$ cat config.mk
export PLATFORM = sky130hd
export DESIGN_NAME = crf_register_file
export DESIGN_NICKNAME = d
export VERILOG_FILES = /design/src/crf_pkg.sv /design/src/crf_operand_mux.sv /design/src/crf_write_decode.sv /design/src/crf_register_file.sv
export SDC_FILE = /design/constraint.sdc
export NUM_CORES = 2
export LEC_CHECK = 0
export BUFFER_PORTS_ARGS = -buffer_cell sky130_fd_sc_hd__buf_2
export CAP_MARGIN = 30
export CORE_MARGIN = 10
export CORE_UTILIZATION = 35
export CTS_BUF_LIST = sky130_fd_sc_hd__clkbuf_4 sky130_fd_sc_hd__clkbuf_8
export CTS_CLUSTER_DIAMETER = 40
export DETAILED_ROUTE_END_ITERATION = 10
export PLACE_DENSITY = 0.56
export SETUP_SLACK_MARGIN = 0.3
export SYNTH_ARGS = -nofsm -noshare
export SYNTH_HDL_FRONTEND = slang
export SYNTH_SLANG_ARGS = --single-unit
$ cat constraint.sdc
create_clock -name sys_clk -period 6.3 [get_ports sys_clk]
set_clock_uncertainty 0.15 [all_clocks]
set_input_delay 0.63 -clock sys_clk [delete_from_list [all_inputs] [get_ports sys_clk]]
set_output_delay 0.63 -clock sys_clk [all_outputs]
set_load 0.02 [all_outputs]
$ cat src/crf_pkg.sv
// Package of the CPU register file: widths, field positions, reset values,
// operand sizes, dedicated-register selectors and the request structs.
// Assumes the core clock domain only; every user of it imports crf_pkg::*.
package crf_pkg;

  // Register widths
  localparam int unsigned HALF_W = 16;
  localparam int unsigned FULL_W = 32;
  localparam int unsigned PC_W = 24;
  localparam int unsigned IDX_W = 4;
  localparam int unsigned NUM_GPR = 16;
  localparam int unsigned NUM_WIDE = 4;

  // Index of the first register with its own upper half
  localparam logic [3:0] FIRST_WIDE_IDX = 4'hc;
  localparam logic [3:0] LAST_SHORT_PAIR_IDX = 4'hb;
  localparam logic [3:0] RA_IDX = 4'he;
  localparam logic [3:0] R13_IDX = 4'hd;
  localparam logic [3:0] R12_IDX = 4'hc;

  // Processor status register fields
  localparam int unsigned PSR_USER_BIT = 3;
  localparam int unsigned PSR_LOCAL_IE_BIT = 9;
  localparam logic [15:0] PSR_RESET = 16'h0200;
  localparam logic [15:0] PSR_WRITE_MASK = 16'h0eef;

  // Configuration register fields
  localparam int unsigned CFG_DISPATCH_BIT = 8;
  localparam int unsigned CFG_SHORT_BIT = 9;
  localparam logic [15:0] CFG_RESET = 16'h0000;
  localparam logic [15:0] CFG_WRITE_MASK = 16'h0300;

  // Interrupt stack pointer: bit 0 and the top byte hold zero
  localparam logic [31:0] ISP_KEEP_MASK = 32'h00fffffe;
  localparam logic [31:0] ADDR_LIMIT = 32'h00ffffff;
  localparam logic [31:0] WIDE_RESET = 32'h00000000;
  localparam logic [15:0] HALF_RESET = 16'h0000;

  // Width of a general-purpose operand
  typedef enum logic [1:0] {
    CRF_SIZE_BYTE = 2'b00,
    CRF_SIZE_WORD = 2'b01,
    CRF_SIZE_DWORD = 2'b11
  } crf_size_type;

  // Dedicated registers reached through the side port
  typedef enum logic [2:0] {
    CRF_DR_PSR = 3'h0,
    CRF_DR_CFG = 3'h1,
    CRF_DR_ISP = 3'h2,
    CRF_DR_USP = 3'h3,
    CRF_DR_BASE = 3'h4,
    CRF_DR_PC = 3'h5
  } crf_dreg_type;

  typedef struct packed {
    logic [3:0] idx;
    crf_size_type size;
  } crf_rd_req_type;

  typedef struct packed {
    logic en;
    logic [3:0] idx;
    crf_size_type size;
    logic [31:0] data;
  } crf_wr_req_type;

  typedef struct packed {
    logic en;
    crf_dreg_type sel;
    logic [31:0] data;
  } crf_dr_wr_type;

  // Where a 32-bit operand lives: its own upper half, or two low halves
  typedef struct packed {
    logic wide;
    logic [3:0] lo_idx;
  } crf_pair_type;

  function automatic crf_pair_type crf_pair_split(input logic [3:0] idx, input logic short_mode);
    crf_pair_type p;
    p.wide = 1'b0;
    p.lo_idx = idx;
    if (idx > LAST_SHORT_PAIR_IDX) begin
      if (short_mode && idx == RA_IDX) begin
        p.lo_idx = R13_IDX; // RQ8
      end else if (!short_mode || idx > RA_IDX) begin
        p.wide = 1'b1;
      end
    end
    return p;
  endfunction

endpackage

$ cat src/crf_operand_mux.sv
// Read multiplexer: forms one operand of the asked size from the register halves.
// Assumes the halves are current register outputs; purely combinational.
`timescale 1ns/1ns
module crf_operand_mux (
  input wire logic [15:0][15:0] lo_q,
  input wire logic [3:0][15:0] hi_q,
  input wire logic short_mode,
  input wire crf_pkg::crf_rd_req_type req,
  output logic [31:0] operand
);
  import crf_pkg::*;

  crf_pair_type pair;
  logic [3:0] up_idx;

  assign pair = crf_pair_split(req.idx, short_mode);
  assign up_idx = pair.lo_idx + 4'h1;

  // Narrow sizes never look above the low byte or word
  always_comb begin
    unique case (req.size)
      CRF_SIZE_BYTE: operand = {24'h000000, lo_q[req.idx][7:0]}; // RQ10
      CRF_SIZE_WORD: operand = {16'h0000, lo_q[req.idx]}; // RQ11
      CRF_SIZE_DWORD: begin
        if (pair.wide) begin
          operand = {hi_q[req.idx[1:0]], lo_q[req.idx]}; // RQ9
        end else begin
          operand = {lo_q[up_idx], lo_q[pair.lo_idx]}; // RQ7
        end
      end
      default: operand = 32'h00000000;
    endcase
  end
endmodule

$ cat src/crf_write_decode.sv
// Write decoder: turns one write request into byte-lane enables per half.
// Assumes one write per cycle; the register process applies all lanes at once.
`timescale 1ns/1ns
module crf_write_decode (
  input wire crf_pkg::crf_wr_req_type req,
  input wire logic short_mode,
  output logic [15:0][1:0] lo_lane,
  output logic [15:0][15:0] lo_data,
  output logic [3:0] hi_en,
  output logic [15:0] hi_data
);
  import crf_pkg::*;

  crf_pair_type pair;
  logic [3:0] up_idx;

  assign pair = crf_pair_split(req.idx, short_mode);
  assign up_idx = pair.lo_idx + 4'h1;
  assign hi_data = req.data[31:16];

  // Both halves of a pair are enabled in the one cycle of the request
  always_comb begin
    lo_lane = '0;
    lo_data = '0;
    hi_en = 4'h0;
    if (req.en) begin
      unique case (req.size)
        CRF_SIZE_BYTE: begin
          lo_lane[req.idx] = 2'b01; // RQ10
          lo_data[req.idx] = {8'h00, req.data[7:0]};
        end
        CRF_SIZE_WORD: begin
          lo_lane[req.idx] = 2'b11; // RQ11
          lo_data[req.idx] = req.data[15:0];
        end
        CRF_SIZE_DWORD: begin
          lo_lane[pair.lo_idx] = 2'b11; // RQ17
          lo_data[pair.lo_idx] = req.data[15:0];
          if (pair.wide) begin
            hi_en[req.idx[1:0]] = 1'b1; // RQ9
          end else begin
            lo_lane[up_idx] = 2'b11; // RQ7
            lo_data[up_idx] = req.data[31:16];
          end
        end
        default: begin
          lo_lane = '0;
        end
      endcase
    end
  end
endmodule

$ cat src/crf_register_file.sv
// Register file of the 16-bit RISC core: general registers, address registers,
// status and configuration, with pairing, narrow access and warm reset.
// Assumes decode/execute logic on sys_clk drives the requests synchronously.
//
// Operation
// RQ1: R0 to R11, status and configuration registers are sixteen bits wide.
// RQ2: R12, R13, return address, stack pointers are thirty-two bits wide.
// RQ3: Program counter is 24 bits, addressing the current instruction's first byte.
// RQ4: Sixteen general registers, used alone or paired into wider operands.
// RQ5: Reserved bits read with no defined content.
// RQ6: Software writes zero to every reserved bit.
// RQ7: Short mode pairs adjacent low halves up to the stack pointer.
// RQ8: Short mode pair of R14 and R13 lows equals extended return address.
// RQ9: Native mode pairs up to R11; upper registers act as single wide.
// RQ10: Byte operations touch only the lowest byte of a register.
// RQ11: Word operations on pairs touch only the lower word.
// RQ12: Program counter bit zero always holds zero.
// RQ13: Reset loads the program counter with zero or a chosen start.
// RQ14: Warm reset copies the earlier program counter into R1 and R0.
// RQ15: Reset clears every configuration bit, selecting native wide pairing.
// RQ16: Interrupt stack pointer bit zero and top eight bits read zero.
// RQ17: A wide pair write updates both halves in the same cycle.
`timescale 1ns/1ns
module crf_register_file #(
  parameter logic [23:0] START_PC = 24'h000000
) (
  input wire logic sys_clk,
  input wire logic rst_b,
  input wire logic warm_reset,
  input wire crf_pkg::crf_rd_req_type rd_a_req,
  input wire crf_pkg::crf_rd_req_type rd_b_req,
  output logic [31:0] rd_a_data,
  output logic [31:0] rd_b_data,
  input wire crf_pkg::crf_wr_req_type wr_req,
  input wire crf_pkg::crf_dr_wr_type dr_wr,
  input wire crf_pkg::crf_dreg_type dr_rd_sel,
  output logic [31:0] dr_rd_data,
  input wire logic pc_load,
  input wire logic [23:0] pc_next,
  output logic [23:0] program_counter,
  output logic short_register_mode,
  output logic extended_dispatch,
  output logic user_mode,
  output logic [31:0] active_stack_pointer,
  output logic user_stack_illegal
);
  import crf_pkg::*;

  // Low halves of all sixteen registers, upper halves of R12, R13, RA, SP
  logic [15:0][15:0] lo_q;
  logic [3:0][15:0] hi_q;

  // Dedicated and control registers
  logic [15:0] processor_status_register;
  logic [15:0] configuration_register;
  logic [31:0] interrupt_stack_pointer;
  logic [31:0] user_stack_pointer;
  logic [31:0] dispatch_table_base;

  // Decoded write lanes, operand mux outputs and next values
  logic [15:0][1:0] lo_lane;
  logic [15:0][15:0] lo_data;
  logic [3:0] hi_en;
  logic [15:0] hi_data;
  logic [31:0] next_rd_a;
  logic [31:0] next_rd_b;
  logic [31:0] next_dr_rd;
  logic [31:0] stack_pointer;
  logic [31:0] warm_pair;
  logic [15:0] next_processor_status_register;
  logic [15:0] next_configuration_register;
  logic [31:0] next_interrupt_stack_pointer;
  logic [23:0] next_program_counter;

  assign short_register_mode = configuration_register[CFG_SHORT_BIT];
  assign extended_dispatch = configuration_register[CFG_DISPATCH_BIT];
  assign user_mode = processor_status_register[PSR_USER_BIT];
  assign stack_pointer = {hi_q[3], lo_q[15]};

  // Old program counter, zero-extended, as the value landing in R1:R0
  assign warm_pair = {8'h00, program_counter};

  // Decode of the single general-register write port
  crf_write_decode u_write_decode (
    .req(wr_req),
    .short_mode(short_register_mode),
    .lo_lane(lo_lane),
    .lo_data(lo_data),
    .hi_en(hi_en),
    .hi_data(hi_data)
  );

  // Two read ports share the same pairing rules as the write port
  crf_operand_mux u_mux_a (
    .lo_q(lo_q),
    .hi_q(hi_q),
    .short_mode(short_register_mode),
    .req(rd_a_req),
    .operand(next_rd_a)
  );

  crf_operand_mux u_mux_b (
    .lo_q(lo_q),
    .hi_q(hi_q),
    .short_mode(short_register_mode),
    .req(rd_b_req),
    .operand(next_rd_b)
  );

  // Low halves: one flop group per register; byte lanes make narrow writes safe
  // Warm reset wins over a write to R0, R1 or R2 in the same cycle so the saved state is exact
  genvar gi;
  generate
    for (gi = 0; gi < NUM_GPR; gi++) begin : g_lo
      always_ff @(posedge sys_clk or negedge rst_b) begin
        if (!rst_b) begin
          lo_q[gi] <= HALF_RESET;
        end else if (warm_reset && gi == 0) begin
          lo_q[gi] <= warm_pair[15:0]; // RQ14
        end else if (warm_reset && gi == 1) begin
          lo_q[gi] <= warm_pair[31:16]; // RQ14
        end else if (warm_reset && gi == 2) begin
          lo_q[gi] <= processor_status_register;
        end else begin
          if (lo_lane[gi][0]) begin
            lo_q[gi][7:0] <= lo_data[gi][7:0]; // RQ10
          end
          if (lo_lane[gi][1]) begin
            lo_q[gi][15:8] <= lo_data[gi][15:8]; // RQ11
          end
        end
      end
    end
  endgenerate

  // Upper halves exist only for the four wide registers
  generate
    for (gi = 0; gi < NUM_WIDE; gi++) begin : g_hi
      always_ff @(posedge sys_clk or negedge rst_b) begin
        if (!rst_b) begin
          hi_q[gi] <= HALF_RESET;
        end else if (hi_en[gi]) begin
          hi_q[gi] <= hi_data; // RQ2
        end
      end
    end
  endgenerate

  // Next status: warm reset restores the power-up value after R2 has taken a copy
  always_comb begin
    next_processor_status_register = processor_status_register;
    if (warm_reset) begin
      next_processor_status_register = PSR_RESET;
    end else if (dr_wr.en && dr_wr.sel == CRF_DR_PSR) begin
      next_processor_status_register = dr_wr.data[15:0] & PSR_WRITE_MASK; // RQ1
    end
  end

  // Status register flop: constant-zero and reserved bits are never stored
  always_ff @(posedge sys_clk or negedge rst_b) begin
    if (!rst_b) begin
      processor_status_register <= PSR_RESET;
    end else begin
      processor_status_register <= next_processor_status_register;
    end
  end

  // Next configuration: warm reset drops back to native pairing at once
  always_comb begin
    next_configuration_register = configuration_register;
    if (warm_reset) begin
      next_configuration_register = CFG_RESET; // RQ15
    end else if (dr_wr.en && dr_wr.sel == CRF_DR_CFG) begin
      next_configuration_register = dr_wr.data[15:0] & CFG_WRITE_MASK; // RQ1
    end
  end

  // Configuration flop: only the dispatch and short-register bits are kept
  always_ff @(posedge sys_clk or negedge rst_b) begin
    if (!rst_b) begin
      configuration_register <= CFG_RESET; // RQ15
    end else begin
      configuration_register <= next_configuration_register;
    end
  end

  // Next interrupt stack pointer: the forced-zero bits are masked on every write,
  // so the stored value already reads correctly on any path
  always_comb begin
    next_interrupt_stack_pointer = interrupt_stack_pointer;
    if (dr_wr.en && dr_wr.sel == CRF_DR_ISP) begin
      next_interrupt_stack_pointer = dr_wr.data & ISP_KEEP_MASK; // RQ16
    end
  end

  // Interrupt stack pointer flop; warm reset leaves it alone
  always_ff @(posedge sys_clk or negedge rst_b) begin
    if (!rst_b) begin
      interrupt_stack_pointer <= WIDE_RESET;
    end else begin
      interrupt_stack_pointer <= next_interrupt_stack_pointer;
    end
  end

  // User stack pointer keeps all 32 bits; an out-of-range value is flagged
  always_ff @(posedge sys_clk or negedge rst_b) begin
    if (!rst_b) begin
      user_stack_pointer <= WIDE_RESET;
    end else if (dr_wr.en && dr_wr.sel == CRF_DR_USP) begin
      user_stack_pointer <= dr_wr.data; // RQ2
    end
  end

  // Dispatch base stored as written; software keeps its reserved bits zero
  always_ff @(posedge sys_clk or negedge rst_b) begin
    if (!rst_b) begin
      dispatch_table_base <= WIDE_RESET;
    end else if (dr_wr.en && dr_wr.sel == CRF_DR_BASE) begin
      dispatch_table_base <= dr_wr.data; // RQ6
    end
  end

  // Next program counter: warm reset first, then a jump, then a side-port write.
  // A jump beats a side write in the same cycle since it is the live instruction flow
  always_comb begin
    next_program_counter = program_counter;
    if (warm_reset) begin
      next_program_counter = {START_PC[23:1], 1'b0}; // RQ13
    end else if (pc_load) begin
      next_program_counter = {pc_next[23:1], 1'b0}; // RQ12
    end else if (dr_wr.en && dr_wr.sel == CRF_DR_PC) begin
      next_program_counter = {dr_wr.data[23:1], 1'b0}; // RQ3
    end
  end

  // Program counter flop: bit 0 is dropped upstream so an odd target cannot be held
  always_ff @(posedge sys_clk or negedge rst_b) begin
    if (!rst_b) begin
      program_counter <= {START_PC[23:1], 1'b0}; // RQ13
    end else begin
      program_counter <= next_program_counter;
    end
  end

  // Side-port read mux; undefined bits are simply returned as zero
  always_comb begin
    next_dr_rd = 32'h00000000;
    unique case (dr_rd_sel)
      CRF_DR_PSR: next_dr_rd = {16'h0000, processor_status_register}; // RQ5
      CRF_DR_CFG: next_dr_rd = {16'h0000, configuration_register}; // RQ5
      CRF_DR_ISP: next_dr_rd = interrupt_stack_pointer & ISP_KEEP_MASK; // RQ16
      CRF_DR_USP: next_dr_rd = user_stack_pointer;
      CRF_DR_BASE: next_dr_rd = dispatch_table_base;
      CRF_DR_PC: next_dr_rd = {8'h00, program_counter}; // RQ3
      default: next_dr_rd = 32'h00000000;
    endcase
  end

  // Operand reads are registered: data arrives one cycle after the request
  // and shows the contents before any write in the request cycle
  always_ff @(posedge sys_clk or negedge rst_b) begin
    if (!rst_b) begin
      rd_a_data <= WIDE_RESET;
    end else begin
      rd_a_data <= next_rd_a; // RQ4
    end
  end

  // Second port is independent, so both operands of one instruction come together
  always_ff @(posedge sys_clk or negedge rst_b) begin
    if (!rst_b) begin
      rd_b_data <= WIDE_RESET;
    end else begin
      rd_b_data <= next_rd_b; // RQ4
    end
  end

  // Side-port read data, one cycle after the select
  always_ff @(posedge sys_clk or negedge rst_b) begin
    if (!rst_b) begin
      dr_rd_data <= WIDE_RESET;
    end else begin
      dr_rd_data <= next_dr_rd;
    end
  end

  // Stack in use follows the user bit; registered to keep outputs on flops
  always_ff @(posedge sys_clk or negedge rst_b) begin
    if (!rst_b) begin
      active_stack_pointer <= WIDE_RESET;
    end else begin
      active_stack_pointer <= user_mode ? user_stack_pointer : stack_pointer; // RQ2
    end
  end

  // Range flag for the user stack; the trap itself is taken by the execute logic
  always_ff @(posedge sys_clk or negedge rst_b) begin
    if (!rst_b) begin
      user_stack_illegal <= 1'b0;
    end else begin
      user_stack_illegal <= user_stack_pointer > ADDR_LIMIT;
    end
  end

endmodule

==> key figures <==
Clock network
  • CTS Buf Count: 108
  • Clock-pin slew on the worst setup and hold paths: 0.07 ns
  • H-tree Lvls: 3
  • Clock sink count: 571
  • Clock Path Buffers: 3
  • Clk_lat worst skew: 0.77 ns
  • Post_cts resized: 0
  • CTS tree: done
  • Clock root cell: clkbuf_8

Place
  • DPL Wire Length: a little under 100 mm
  • Placer Congestion: around 0.97
  • Post-Place Cells: 4325
  • Port Buffers: between 200 and 300
  • Area after DPL: 37100 µm²

Run status
  • Status: finished, final reports clean

Logic synthesis
  • Register area share after synthesis: 41.1%
  • Yosys top cell area share: 41.0%
  • Post-synthesis cell type with the largest combined area: dfrtp_1
  • Async SR Flop Fraction: 100%
  • Post-Syn Area: 34800 µm²
  • Commonest cells in the netlist: dfrtp_1, mux4_2, mux2_2
  • Yosys warnings: 0
  • Average cell area after synthesis: 11.4 µm²
  • Largest cells by area after synthesis: dfrtp_1, mux4_2, mux2_2
  • Top_reg_cell synth: dfrtp_1
  • Seq cells post-synth: 571
  • Count leader, synth: dfrtp_1
  • Cells after Synth: 3037
  • Syn_nets: around 3200
  • Cell variety after synth: 87
  • Post-synth EDFFs: 0

Floorplan
  • Initial core utilization: 35.3%
  • Die Area: 112000 µm²
  • Die height: 335 µm
  • Core Footprint: 98400 µm²
  • Ports: roughly 270
  • Rows: roughly 120
  • Die X: 335 µm

Finish
  • Share of cells above drive strength 1: 34.0%
  • Non-Filler Instances: 4590
  • Fillers: approximately 9500
  • Final nets: 3328
  • Area added between synthesis and finish: 15.5%
  • Post-Layout Inst Area: ~40000 µm²

STA
  • RSZ-0062 raised after global routing: false
  • Fin. Hold Viols: 0
  • Setup violations, final: 0
  • Post-layout minimum cycle time: 4.23 ns
  • Period utilization: 67.2%
  • Fmax: 236 MHz
  • Least-Margin Pin Slew: between 1 and 1.5 ns
  • Rel. slew slack: 28.1%
  • Count of final max-slew check failures: 0
  • Setup TNS: 0 ns

Detailed routing
  • WL/cell: 30.8 µm
  • DRC: 0
  • DRT Wirelength: 141 mm
  • Pre-antenna DRT Iters: 8
  • Vias per inst: 6.37
  • Initial drt markers: 3933
  • Vias post-DR: ~29000
  • Antenna Violating Nets Remaining: 0

Global route
  • Largest net degree at the start of global routing: 158
  • First-pass GRT wire length: about 210 mm
  • Gr ovfl total: 0
  • Gr usage total: approximately 25%
  • Initial antenna violation count: 18
  • Vias in the first global route: around 29000

Setup path
  • WP data required: 6.76 ns
  • Slowest-stage cell, CP: ha_2
  • CP cell instances: buf_4 > nand3b_2 > nor2_1 > nor2_1 > ha_2 > mux4_2 > o22ai_1 > a211oi_1
  • CP Capture Type: register
  • CP Max Fanout: 33
  • Worst path most repeated cell: nor2_1
  • Crit-path max cell delay: approximately 1.1 ns
  • Setup crit start kind: register
  • Crit Path Class: reg -> reg
  • CP arrival: approximately 4.7 ns

Min path
  • HP Class: in -> reg

Job
  • Max cap viols: 0

Power
  • Peak supply drop: 158 µV
  • Lkg Pwr: 0.0167 µW
  • PD cells: 272 nW/µm²
==> placed cells by master, fill, tap and decap left out, drive strengths merged, types with 34 or more instances in the layout <==
cell,Yosys,routed
o22ai,61,61
mux2,241,241
a21oi,131,131
o31ai,48,48
a211oi,43,43
o21ai,176,176
nand2,220,220
dfrtp,570,570
buf,146,343
mux2i,108,108
a22oi,197,197
dlygate4sd3,0,56
a22o,42,42
mux4,272,272
nor2b,34,34
o221ai,39,39
nor2,164,164
nand3,65,65
clkbuf,193,158
==> flip-flops by register name, indices dropped and copies added, names as in the netlist <==
| signal | cells |
|---|---|
| rd_b_data | 32 |
| interrupt_stack_pointer | 23 |
| active_stack_pointer | 32 |
| rd_a_data | 32 |
| dispatch_table_base | 32 |
| user_stack_illegal | 1 |
| lo_q | 256 |
| program_counter | 23 |
| configuration_register | 2 |
| hi_q | 64 |
| dr_rd_data | 32 |
| processor_status_register | 10 |
| user_stack_pointer | 32 |
==> logic make-up (layout without fill, tap and decap cells) <==
kind of cell               count (synthesis)  count (layout)  synth area share [%]
and+or+nand+nor                          614             614                  8.50
buffers and inverters                    370             627                  4.73
other                                      1              10                0.0108
AOI/OAI and AO/OA                        853             853                  16.9
xor gates and xnor gates                   5               5                 0.126
DFF                                      571             571                  41.1
muxes                                    621             621                  28.6
adders and majority gates                  2               2                0.0720
==> stage by stage <==
stage	hold slack (ns)	util, %	setup WS [ns]	power [µW]
global placement	0.321	37.5	1.51	6770
detailed placement	0.327	37.7	1.49	6810
floorplan	0.184	-	2.46	5890
CTS	0.0463	40.7	2.20	11000
global route	0.134	40.8	2.03	11400
finish	0.115	40.8	2.07	10900
==> layer usage <==
layer | wire [µm] | up-vias | global-route usage, %
met4 | 5450 | 18 | 8.95
met1 | 57900 | 14800 | 33.7
li1 | - | 12200 | -
met2 | 60300 | 1929 | 35.4
met3 | 17500 | 318 | 8.34
met5 | 202 | - | 0.664
==> critical path: cells and delay by family (launching register included) <==
family	cells	cell delay [ns]
AOI/OAI and AO/OA	2	0.64
adders and majority gates	1	1.05
buffers and inverters	1	0.31
DFF	1	0.32
muxes	1	0.40
and+or+nand+nor	3	1.12
==> path summary, 6_finish.rpt <==
path	slack, ns	cells past startpoint	to	startpoint
setup / recovery	2.07	8	rd_b_data[31]	configuration_register[9]
hold / removal	0.12	3	rd_b_data[3]	rd_b_req[1]
setup reg to reg	2.07	8	rd_b_data[31]	configuration_register[9]
hold reg to reg	0.34	2	dr_rd_data[5]	interrupt_stack_pointer[5]
max in group asynchronous	4.27	3	lo_q[248]	rst_b
min in group asynchronous	0.36	2	rd_a_data[11]	rst_b
==> cell type report <==
| cell class | instances | area, µm² | area share [%] |
|---|---|---|---|
| Multi-Input combinational cell | 2096 | 19000 | 47.3 |
| Sequential cell | 571 | 14300 | 35.6 |
| Timing Repair Buffer | 400 | 2680 | 6.68 |
| Clock buffer | 157 | 2000 | 4.98 |
| Tap cell | 1287 | 1610 | 4.01 |
| Clock inverter | 39 | 445 | 1.11 |
| Inverter | 31 | 116 | 0.290 |
| Antenna cell | 9 | 22.5 | 0.0561 |
==> what timing repair did <==
item / in CTS / in global routing
setup buffers: 0 / 0
hold endpoints to repair: 186 / 0
hold buffers: 56 / 0
==> report_power, final <==
group          internal (µW)  switching (µW)  total, µW  leakage [µW]
clock                   2340            1760       4100       0.00124
combinational            975            1220       2200       0.00794
sequential              4110             540       4650       0.00749
total                   7420            3520      10900        0.0167
Power figures use the tool's default switching activity.
